<file path="src/hw/hdlc_fifo_pkg.sv">
// constants for the per-framer hdlc fifo, status and interrupt block
// assumes an 8-bit host register port and a 13-bit framer address space
package hdlc_fifo_pkg;

  // ****************************************
  // fifo geometry
  // ****************************************
  localparam int unsigned DEPTH = 64;
  localparam int unsigned PTR_W = 7;
  localparam logic [6:0] DEPTH_CNT = 7'h40;

  // ****************************************
  // address map, offsets within one framer
  // ****************************************
  localparam int unsigned ADDR_W = 13;
  localparam logic [12:0] FRAMER_STRIDE = 13'h200;
  localparam logic [8:0] RX_CTL_OFF = 9'h087;
  localparam logic [8:0] RX_LS_OFF = 9'h094;
  localparam logic [8:0] RX_IM_OFF = 9'h0a4;
  localparam logic [8:0] RX_RT_OFF = 9'h0b4;
  localparam logic [8:0] RX_AVAIL_OFF = 9'h0b5;
  localparam logic [8:0] RX_DATA_OFF = 9'h0b6;
  localparam logic [8:0] TX_CTL_OFF = 9'h187;
  localparam logic [8:0] TX_LS_OFF = 9'h191;
  localparam logic [8:0] TX_IM_OFF = 9'h1a1;
  localparam logic [8:0] TX_RT_OFF = 9'h1b1;
  localparam logic [8:0] TX_SPACE_OFF = 9'h1b3;
  localparam logic [8:0] TX_DATA_OFF = 9'h1b4;
  localparam logic [8:0] TX_LAST_OFF = 9'h1b5;

  // ****************************************
  // status bit positions
  // ****************************************
  localparam int unsigned RX_EMPTY_BIT = 0;
  localparam int unsigned RX_PKT_END_BIT = 0;
  localparam int unsigned RX_HWM_BIT = 1;
  localparam int unsigned RX_OVR_BIT = 5;
  localparam int unsigned TX_EMPTY_BIT = 0;
  localparam int unsigned TX_LWM_BIT = 1;
  localparam int unsigned AVAIL_MORE_BIT = 7;

  // ****************************************
  // values after reset
  // ****************************************
  localparam logic [6:0] RX_HWM_RESET = 7'h30;
  localparam logic [6:0] TX_LWM_RESET = 7'h10;
  localparam logic [7:0] MASK_RESET = 8'h00;
endpackage

</file>
<file path="src/hw/hdlc_fifo_status_interrupt.sv">
// host-side receive/transmit hdlc fifos with watermarks, status and interrupt
// assumes the hdlc engine and host port are synchronous to clk
//
// Summary of operation
// RULE1 - rx high-watermark flag sits in real-time rx status bit 1
// RULE2 - that flag is live: high only while rx fill exceeds watermark
// RULE3 - tx low-watermark flag is live: high while tx fill below watermark
// RULE4 - tx low-watermark condition can raise the interrupt when unmasked
// RULE5 - rx overrun drops the packet in progress and empties the rx fifo
// RULE6 - overrun shows in real-time rx status and latched rx status bit 5
// RULE7 - bytes-available low 7 bits count readable rx bytes, 0 to 64
// RULE8 - that count stops at the first message boundary
// RULE9 - its msb is 1 when the counted bytes belong to an unfinished packet
// RULE10 - host checks status after reading out a finished packet
// RULE11 - latched bits hold until cleared and reset only on a new event
// RULE12 - writing 1 clears a latched bit; real-time bits ignore writes
// RULE13 - real-time bits show the present condition without history
// RULE14 - every latched rx and tx event has its own interrupt mask bit
// RULE15 - an unmasked event pulls the active-low interrupt output low
// RULE16 - interrupt releases once the host reads the causing status bit
// RULE17 - tx space-available gives bytes writable without overflow
// RULE18 - tx space-available is sampled once per read and held stable
// RULE19 - fifo control registers hold the watermark thresholds
// RULE20 - framer n registers sit at framer 1 address plus (n-1)*200h
// RULE21 - each direction has a 64-byte fifo between engine and host
// RULE22 - watermarks are the low 7 bits of the fifo control registers
//
// The register offsets and the plain strobed port were left to the implementer.
`timescale 1ns/1ps
`default_nettype none

module hdlc_fifo_status_interrupt #(
  parameter logic [3:0] FRAMER_INDEX = 4'h1
) (
  input  wire logic        clk,       // system clock
  input  wire logic        rst,       // synchronous reset, active high
  input  wire logic [12:0] addr,      // host register address
  input  wire logic [7:0]  wdata,     // host write data
  input  wire logic        wr,        // host write strobe
  input  wire logic        rd,        // host read strobe
  output logic      [7:0]  rdata,     // read data, cycle after rd
  output logic             irq_out_n, // interrupt, active low
  input  wire logic        rx_wr,     // engine pushes a received byte
  input  wire logic [7:0]  rx_byte,   // received byte
  input  wire logic        rx_eop,    // byte closes its packet
  input  wire logic        tx_rd,     // engine takes the head tx byte
  output logic      [7:0]  tx_byte,   // head tx byte
  output logic             tx_last,   // head byte closes its message
  output logic             tx_valid   // tx fifo holds a byte
);

  // ****************************************
  // state
  // ****************************************
  typedef struct packed {
    logic [63:0][8:0] rx_mem;
    logic [6:0]       rx_wp;
    logic [6:0]       rx_rp;
    logic             rx_drop;
    logic             rx_hwm_prev;
    logic [6:0]       rx_hwm;
    logic [7:0]       rx_ls;
    logic [7:0]       rx_im;
    logic [7:0]       rx_pend;
    logic [63:0][8:0] tx_mem;
    logic [6:0]       tx_wp;
    logic [6:0]       tx_rp;
    logic             tx_lwm_prev;
    logic             tx_empty_prev;
    logic [6:0]       tx_lwm;
    logic [7:0]       tx_ls;
    logic [7:0]       tx_im;
    logic [7:0]       tx_pend;
    logic [7:0]       rdata;
    logic             irq_n;
    logic [7:0]       tx_byte;
    logic             tx_last;
    logic             tx_valid;
  } state_t;

  state_t q;
  state_t d;

  // ****************************************
  // address decode
  // ****************************************
  // each framer copy answers only inside its own 200h window
  localparam logic [12:0] BASE = 13'(FRAMER_INDEX - 4'h1) * hdlc_fifo_pkg::FRAMER_STRIDE; // RULE20

  logic [12:0] rel;
  logic        sel;
  logic [8:0]  off;

  assign rel = addr - BASE;
  assign sel = rel < hdlc_fifo_pkg::FRAMER_STRIDE; // RULE20
  assign off = rel[8:0];

  // ****************************************
  // levels and live flags
  // ****************************************
  logic [6:0] rx_level;
  logic [6:0] tx_level;
  logic [6:0] tx_space;
  logic       rx_hwm_now;
  logic       tx_lwm_now;
  logic       tx_empty_now;
  logic [7:0] rx_rt;
  logic [7:0] tx_rt;

  assign rx_level = q.rx_wp - q.rx_rp;
  assign tx_level = q.tx_wp - q.tx_rp;
  assign tx_space = hdlc_fifo_pkg::DEPTH_CNT - tx_level; // RULE17
  assign rx_hwm_now = rx_level > q.rx_hwm; // RULE1 RULE2
  assign tx_lwm_now = tx_level < q.tx_lwm; // RULE3
  assign tx_empty_now = tx_level == 7'h00;

  // real-time views are rebuilt each cycle, nothing remembered
  always_comb begin
    rx_rt = 8'h00;
    rx_rt[hdlc_fifo_pkg::RX_EMPTY_BIT] = rx_level == 7'h00; // RULE13
    rx_rt[hdlc_fifo_pkg::RX_HWM_BIT] = rx_hwm_now; // RULE1
    rx_rt[hdlc_fifo_pkg::RX_OVR_BIT] = q.rx_drop; // RULE6
    tx_rt = 8'h00;
    tx_rt[hdlc_fifo_pkg::TX_EMPTY_BIT] = tx_empty_now; // RULE13
    tx_rt[hdlc_fifo_pkg::TX_LWM_BIT] = tx_lwm_now; // RULE3
  end

  // ****************************************
  // bytes available up to the first boundary
  // ****************************************
  logic [63:0] eop_at;

  genvar gi;
  generate
    for (gi = 0; gi < hdlc_fifo_pkg::DEPTH; gi++) begin : g_eop
      assign eop_at[gi] = q.rx_mem[q.rx_rp[5:0] + 6'(gi)][8] && (7'(gi) < rx_level);
    end
  endgenerate

  logic [6:0] seg_cnt;
  logic       seg_end;
  logic [7:0] rx_avail;

  // scan from the head; stop counting after the first end-of-packet byte
  always_comb begin
    seg_cnt = 7'h00;
    seg_end = 1'b0;
    for (int i = 0; i < hdlc_fifo_pkg::DEPTH; i++) begin
      if (!seg_end && (7'(i) < rx_level)) begin
        seg_cnt = seg_cnt + 7'h01; // RULE7
        seg_end = eop_at[i]; // RULE8
      end
    end
    rx_avail = {1'b0, seg_cnt};
    rx_avail[hdlc_fifo_pkg::AVAIL_MORE_BIT] = !seg_end && (rx_level != 7'h00); // RULE9
  end

  // ****************************************
  // next state
  // ****************************************
  logic       hw_rd;
  logic       hw_wr;
  logic [7:0] rx_set;
  logic [7:0] tx_set;
  logic [7:0] rx_clr;
  logic [7:0] tx_clr;
  logic [7:0] rd_val;

  always_comb begin
    d = q;
    hw_rd = rd && sel;
    hw_wr = wr && sel;
    rx_set = 8'h00;
    tx_set = 8'h00;
    rx_clr = 8'h00;
    tx_clr = 8'h00;
    rd_val = 8'h00;

    // host read mux, sampled at the strobe so the value holds for the cycle
    if (hw_rd) begin
      case (off)
        hdlc_fifo_pkg::RX_CTL_OFF: begin
          rd_val = {1'b0, q.rx_hwm};
        end
        hdlc_fifo_pkg::RX_LS_OFF: begin
          rd_val = q.rx_ls;
        end
        hdlc_fifo_pkg::RX_IM_OFF: begin
          rd_val = q.rx_im;
        end
        hdlc_fifo_pkg::RX_RT_OFF: begin
          rd_val = rx_rt;
        end
        hdlc_fifo_pkg::RX_AVAIL_OFF: begin
          rd_val = rx_avail; // RULE7
        end
        hdlc_fifo_pkg::RX_DATA_OFF: begin
          if (rx_level != 7'h00) begin
            rd_val = q.rx_mem[q.rx_rp[5:0]][7:0];
            d.rx_rp = q.rx_rp + 7'h01;
          end
        end
        hdlc_fifo_pkg::TX_CTL_OFF: begin
          rd_val = {1'b0, q.tx_lwm};
        end
        hdlc_fifo_pkg::TX_LS_OFF: begin
          rd_val = q.tx_ls;
        end
        hdlc_fifo_pkg::TX_IM_OFF: begin
          rd_val = q.tx_im;
        end
        hdlc_fifo_pkg::TX_RT_OFF: begin
          rd_val = tx_rt;
        end
        hdlc_fifo_pkg::TX_SPACE_OFF: begin
          rd_val = {1'b0, tx_space}; // RULE18
        end
        default: begin
          rd_val = 8'h00;
        end
      endcase
    end
    d.rdata = rd_val;

    // host writes; status registers only clear, real-time ones ignore it
    if (hw_wr) begin
      case (off)
        hdlc_fifo_pkg::RX_CTL_OFF: begin
          d.rx_hwm = wdata[6:0]; // RULE19 RULE22
        end
        hdlc_fifo_pkg::RX_LS_OFF: begin
          rx_clr = wdata; // RULE12
        end
        hdlc_fifo_pkg::RX_IM_OFF: begin
          d.rx_im = wdata; // RULE14
        end
        hdlc_fifo_pkg::TX_CTL_OFF: begin
          d.tx_lwm = wdata[6:0]; // RULE19 RULE22
        end
        hdlc_fifo_pkg::TX_LS_OFF: begin
          tx_clr = wdata; // RULE12
        end
        hdlc_fifo_pkg::TX_IM_OFF: begin
          d.tx_im = wdata; // RULE14
        end
        hdlc_fifo_pkg::TX_DATA_OFF, hdlc_fifo_pkg::TX_LAST_OFF: begin
          // writes beyond the free space are dropped, never wrap
          if (tx_level != hdlc_fifo_pkg::DEPTH_CNT) begin // RULE17
            d.tx_mem[q.tx_wp[5:0]] = {off == hdlc_fifo_pkg::TX_LAST_OFF, wdata};
            d.tx_wp = q.tx_wp + 7'h01;
          end
        end
        default: begin
        end
      endcase
    end

    // receive side from the engine
    if (rx_wr) begin
      if (q.rx_drop) begin
        // discard the rest of the overrun packet up to its end
        d.rx_drop = !rx_eop; // RULE5
      end else if (rx_level == hdlc_fifo_pkg::DEPTH_CNT) begin
        d.rx_rp = q.rx_wp; // RULE5
        d.rx_drop = !rx_eop; // RULE5
        rx_set[hdlc_fifo_pkg::RX_OVR_BIT] = 1'b1; // RULE6
      end else begin
        d.rx_mem[q.rx_wp[5:0]] = {rx_eop, rx_byte}; // RULE21
        d.rx_wp = q.rx_wp + 7'h01;
        rx_set[hdlc_fifo_pkg::RX_PKT_END_BIT] = rx_eop;
      end
    end

    // transmit side to the engine
    if (tx_rd && q.tx_valid) begin
      d.tx_rp = q.tx_rp + 7'h01;
    end

    // latched events on the rising edge of the live conditions
    d.rx_hwm_prev = rx_hwm_now;
    d.tx_lwm_prev = tx_lwm_now;
    d.tx_empty_prev = tx_empty_now;
    rx_set[hdlc_fifo_pkg::RX_HWM_BIT] = rx_hwm_now && !q.rx_hwm_prev;
    tx_set[hdlc_fifo_pkg::TX_LWM_BIT] = tx_lwm_now && !q.tx_lwm_prev; // RULE4
    tx_set[hdlc_fifo_pkg::TX_EMPTY_BIT] = tx_empty_now && !q.tx_empty_prev;

    // a new event beats a clear in the same cycle
    d.rx_ls = (q.rx_ls & ~rx_clr) | rx_set; // RULE11 RULE12
    d.tx_ls = (q.tx_ls & ~tx_clr) | tx_set; // RULE11 RULE12

    // pending causes end when the host reads the status register
    d.rx_pend = q.rx_pend;
    d.tx_pend = q.tx_pend;
    if (hw_rd && (off == hdlc_fifo_pkg::RX_LS_OFF)) begin
      d.rx_pend = 8'h00; // RULE16
    end
    if (hw_rd && (off == hdlc_fifo_pkg::TX_LS_OFF)) begin
      d.tx_pend = 8'h00; // RULE16
    end
    d.rx_pend = d.rx_pend | (rx_set & q.rx_im); // RULE14 RULE15
    d.tx_pend = d.tx_pend | (tx_set & q.tx_im); // RULE4 RULE14
    // unmasking later does not revive an old cause; masking drops it at once
    d.irq_n = !(|(d.rx_pend & d.rx_im) || |(d.tx_pend & d.tx_im)); // RULE15 RULE16

    // head of the tx fifo is presented registered
    d.tx_valid = d.tx_wp != d.tx_rp;
    d.tx_byte = d.tx_mem[d.tx_rp[5:0]][7:0];
    d.tx_last = d.tx_mem[d.tx_rp[5:0]][8] && d.tx_valid;
  end

  // ****************************************
  // registers
  // ****************************************
  always_ff @(posedge clk) begin
    if (rst) begin
      q <= '0;
      q.rx_hwm <= hdlc_fifo_pkg::RX_HWM_RESET;
      q.tx_lwm <= hdlc_fifo_pkg::TX_LWM_RESET;
      q.rx_im <= hdlc_fifo_pkg::MASK_RESET;
      q.tx_im <= hdlc_fifo_pkg::MASK_RESET;
      q.irq_n <= 1'b1;
      q.tx_empty_prev <= 1'b1;
      q.tx_lwm_prev <= 1'b1;
    end else begin
      q <= d;
    end
  end

  assign rdata = q.rdata;
  assign irq_out_n = q.irq_n;
  assign tx_byte = q.tx_byte;
  assign tx_last = q.tx_last;
  assign tx_valid = q.tx_valid;

endmodule // hdlc_fifo_status_interrupt

`default_nettype wire

</file>
<file path="config.mk">
export PLATFORM = sky130hd
export DESIGN_NAME = hdlc_fifo_status_interrupt
export DESIGN_NICKNAME = d
export VERILOG_FILES = /design/src/hw/hdlc_fifo_pkg.sv /design/src/hw/hdlc_fifo_status_interrupt.sv
export SDC_FILE = /design/constraint.sdc
export NUM_CORES = 2
export LEC_CHECK = 0
export BUFFER_PORTS_ARGS = -buffer_cell sky130_fd_sc_hd__buf_2
export CAP_MARGIN = 20
export CELL_PAD_IN_SITES_DETAIL_PLACEMENT = 1
export CELL_PAD_IN_SITES_GLOBAL_PLACEMENT = 2
export CORE_ASPECT_RATIO = 1.4
export CORE_UTILIZATION = 36
export CTS_CLUSTER_DIAMETER = 100
export DETAILED_ROUTE_END_ITERATION = 7
export GPL_TIMING_DRIVEN = 0
export MAX_ROUTING_LAYER = met4
export PLACE_DENSITY = 0.89
export SLEW_MARGIN = 20
export SYNTH_ARGS = -nofsm -noshare
export SYNTH_HDL_FRONTEND = slang
export SYNTH_SLANG_ARGS = --single-unit
</file>
<file path="constraint.sdc">
create_clock -name clk -period 43.5 [get_ports clk]
set_clock_uncertainty 0.15 [all_clocks]
set_input_delay 4.35 -clock clk [delete_from_list [all_inputs] [get_ports clk]]
set_output_delay 4.35 -clock clk [all_outputs]
set_load 0.1 [all_outputs]
</file>
==> summary.txt <==
CTS
  • Clk pin slew, worst setup/hold paths: 0.06 ns
  • CTS buffer count: 148
  • CTS tree: done
  • H-tree Lvls: 4
  • CTS Hold Bufs: 0
  • Worst-Skew Late Latency: 0.87 ns
  • Clock Tree Buf Depth: 4
  • Clock tree sinks: 1265
  • CTS Root Cell: clkbuf_16

Setup path
  • R2R depth: 221
  • Critical Path Source Type: flip-flop
  • Slowest stage delay, CP: 0.53 ns
  • WS Path Type: reg2reg
  • CP Data Required Time: 44.01 ns
  • Crit end category: flip-flop
  • R2r endpoint: rdata[6]$_SDFF_PP0_
  • Most used cell, CP: ha_1
  • Critical-path top delay cell: or4_4
  • Crit-path max FO: 6
  • FF-to-FF Start: q[676]$_SDFF_PP0_
  • Critical path arrival: 42.68 ns
  • Flop2flop setup slack: 1.33 ns

Synth
  • Top post-synthesis cells by area: dfxtp_1 33%, mux4_2 10%, nand2_1 8.7%, a21oi_1 6.7%, mux2i_1 6.1%
  • Distinct cells, synth: 117
  • Post-synthesis simple-gate area fraction: 22.6%
  • Synth Area in Adders: 1.87%
  • Synth Flop Type: dfxtp_1
  • Top-area cell type share of the netlist area: 32.7%
  • Post-synthesis mux area share: 17.1%
  • Top cell type by total area after synthesis: dfxtp_1
  • Syn Std Cell Area: 77400 µm²
  • Largest family of logic cells by synthesized area: simple AND/OR/NAND/NOR gates
  • Post-synth EDFFs: 0
  • Cell with the most instances after synthesis: nand2_1
  • Xor and xnor area share after synthesis: 6.00%
  • Synth Net Count: 9701
  • Synth top cells by count: 1790 x nand2_1, 1265 x dfxtp_1, 1121 x nor2_1
  • Post-synthesis area per instance: 8.10 µm²
  • Complex-gate fraction of the synthesized area: 15.7%
  • Seq/Total Area, Yosys: 32.7%
  • Yosys reg bits: 1265
  • Post-Syn Instances: 9554
  • Synth Warn #: 0
  • Synth async-reset ratio: 0%

Finish
  • P&R area growth vs syn: 15.0%
  • Sequential Area: 25300 µm²
  • Design area: 89000 µm²
  • Layout cells sized above 1: 13.0%
  • Area of the multi-input gates: 50100 µm²
  • Fill count: 25700
  • Final nets: 10100
  • Layout Utilization: 41.6%

Global routing
  • Met3 usage: 6.89%
  • GR Overflow Total: 0
  • Total global-route track usage: 36.3%
  • Vias in the first global route: 81200
  • GRT met1 Usage: 40.7%
  • Top Usage Layer GRT: met2
  • Initial antenna violation count: 27
  • GR Util met2: 58.3%
  • First-pass GRT wire length: 565 mm
  • Largest net degree at the start of global routing: 20

Floorplan
  • Core area: 214000 µm²
  • IO Pins: 55
  • Cell row count: 201
  • Initial Util: 36.2%
  • Die width: 394 µm
  • Die Ht: 551 µm
  • Die ar.: 217000 µm²

STA
  • Max Fclk: 0.0237 GHz
  • Worst-margin pin slew: 1.32 ns
  • Period minus WS final: 42.17 ns
  • Final setup violation count: 0
  • Final hold violation count: 0
  • Period utilization: 97.0%
  • Max_slew headroom: 12.3%
  • Setup TNS: 0 ns
  • Slew Limit Fails: 0

Place
  • Input/output buffers: 41
  • Dpl cell area: 81500 µm²
  • Dpl hpwl: 298 mm
  • Gp weighted congestion: 1.05

Hold path
  • Hold path startpoint: q[1154]$_SDFFE_PP0P_
  • Endpoint, Worst Hold: q[1154]$_SDFFE_PP0P_
  • Worst Hold Depth: 2
  • Hold Path Class: reg2reg

Detailed routing
  • Drt initial violations: 7385
  • Detailed-route wire length: 397 mm
  • Via density per instance: 6.28
  • Vias: 80900
  • Remaining DRCs: 0
  • Final ANT Viol Nets: 0
  • DRT Pass-1 Iters: 8
  • Routed len/inst: 30.8 µm

Flow run
  • Max Cap Viol: 0

Run status
  • Status: complete, no violations
==> per-stage QoR <==
| step | hold slack (ns) | setup slack (ns) | cells |
|---|---|---|---|
| after floorplan | 0.271 | 0.256 | 9554 |
| after global placement | 0.286 | -7.97 | 12400 |
| after detailed placement | 0.290 | -7.74 | 12500 |
| after CTS | 0.302 | -1.21 | 12800 |
| after global routing | 0.319 | -0.541 | 12900 |
| final | 0.301 | 1.33 | 12900 |
==> flip-flops by register name (all words and copies together) (netlist names) <==
signal     flops
rdata          8
irq_out_n      1
tx_last        1
tx_byte        8
tx_valid       1
q           1246
==> worst max-delay path: cells and delay by family, from the launching register on <==
family	cells	cell delay, ns
and+or+nand+nor	60	7.51
DFF	1	0.41
muxes	25	6.39
xor gates and xnor gates	3	0.61
AOI/OAI and AO/OA	53	8.57
buffers and inverters	20	1.97
adders and majority gates	60	16.44
==> cells in the final DEF, fill, tap and decap left out, types with 42 or more instances in the layout <==
master / instances
buf_1: 42
mux4_2: 343
mux2i_1: 456
xnor2_1: 227
and3_1: 67
mux2_2: 55
nor2_1: 1080
a31oi_1: 44
a21oi_1: 1023
xor2_1: 105
nand4_1: 58
clkbuf_1: 540
dfxtp_1: 1259
o311ai_0: 48
inv_1: 102
nand2_1: 1772
buf_2: 72
o21ai_0: 218
nand3_1: 427
o211ai_1: 52
and2_1: 48
nor3_1: 210
o22ai_1: 237
clkbuf_2: 60
or3_1: 45
clkbuf_16: 152
buf_4: 184
nand2b_1: 49
ha_1: 81
==> per-layer routing <==
layer,part of all wire (%),wire length (µm)
met5,0,0
met2,46,184000
met1,37,148000
met3,8.1,32000
met4,8.4,33200
==> cell families (layout without fill, tap and decap cells) <==
group / Yosys count / count (layout)
simple gates: 4038 / 4038
compound gates: 2029 / 2029
fa+ha+maj: 115 / 115
buf+inv: 806 / 1262
flops: 1265 / 1265
xor+xnor: 418 / 418
mux: 883 / 883
other cells: 0 / 25
==> worst max path at each step <==
| stage | startpoint | end | slack, ns | cells after the start |
|---|---|---|---|---|
| CTS | q[675]$_SDFF_PP0_ | rdata[6]$_SDFF_PP0_ | -1.21 | 224 |
| detailed placement | q[676]$_SDFF_PP0_ | rdata[6]$_SDFF_PP0_ | -7.74 | 225 |
| finish | q[676]$_SDFF_PP0_ | rdata[6]$_SDFF_PP0_ | 1.33 | 221 |
| floorplan | q[677]$_SDFF_PP0_ | rdata[6]$_SDFF_PP0_ | 0.26 | 226 |
| global route | q[676]$_SDFF_PP0_ | rdata[6]$_SDFF_PP0_ | -0.54 | 217 |
| global placement | q[676]$_SDFF_PP0_ | rdata[6]$_SDFF_PP0_ | -7.97 | 225 |
==> cell type report <==
type / count / area share, %
plain buffers: 682 / 3.45
well taps: 2842 / 4.00
multi-input cells: 7483 / 56.3
repair buffers: 211 / 1.77
clock buffers: 216 / 4.83
clock inverters: 37 / 0.560
flip-flops and latches: 1265 / 28.5
inverters: 116 / 0.506
diodes: 25 / 0.0703
==> what timing repair did <==
action / in CTS / in global routing
setup buffers: 49 / 100
gates resized for setup: 160 / 145
pin swaps: 18 / 63
endpoints found under the setup margin: 6 / 6
gates cloned: 0 / 2
Power is left out: the tool's default activity adds up to more than one toggle a clock period on the data nets, which glitch-free logic cannot reach.
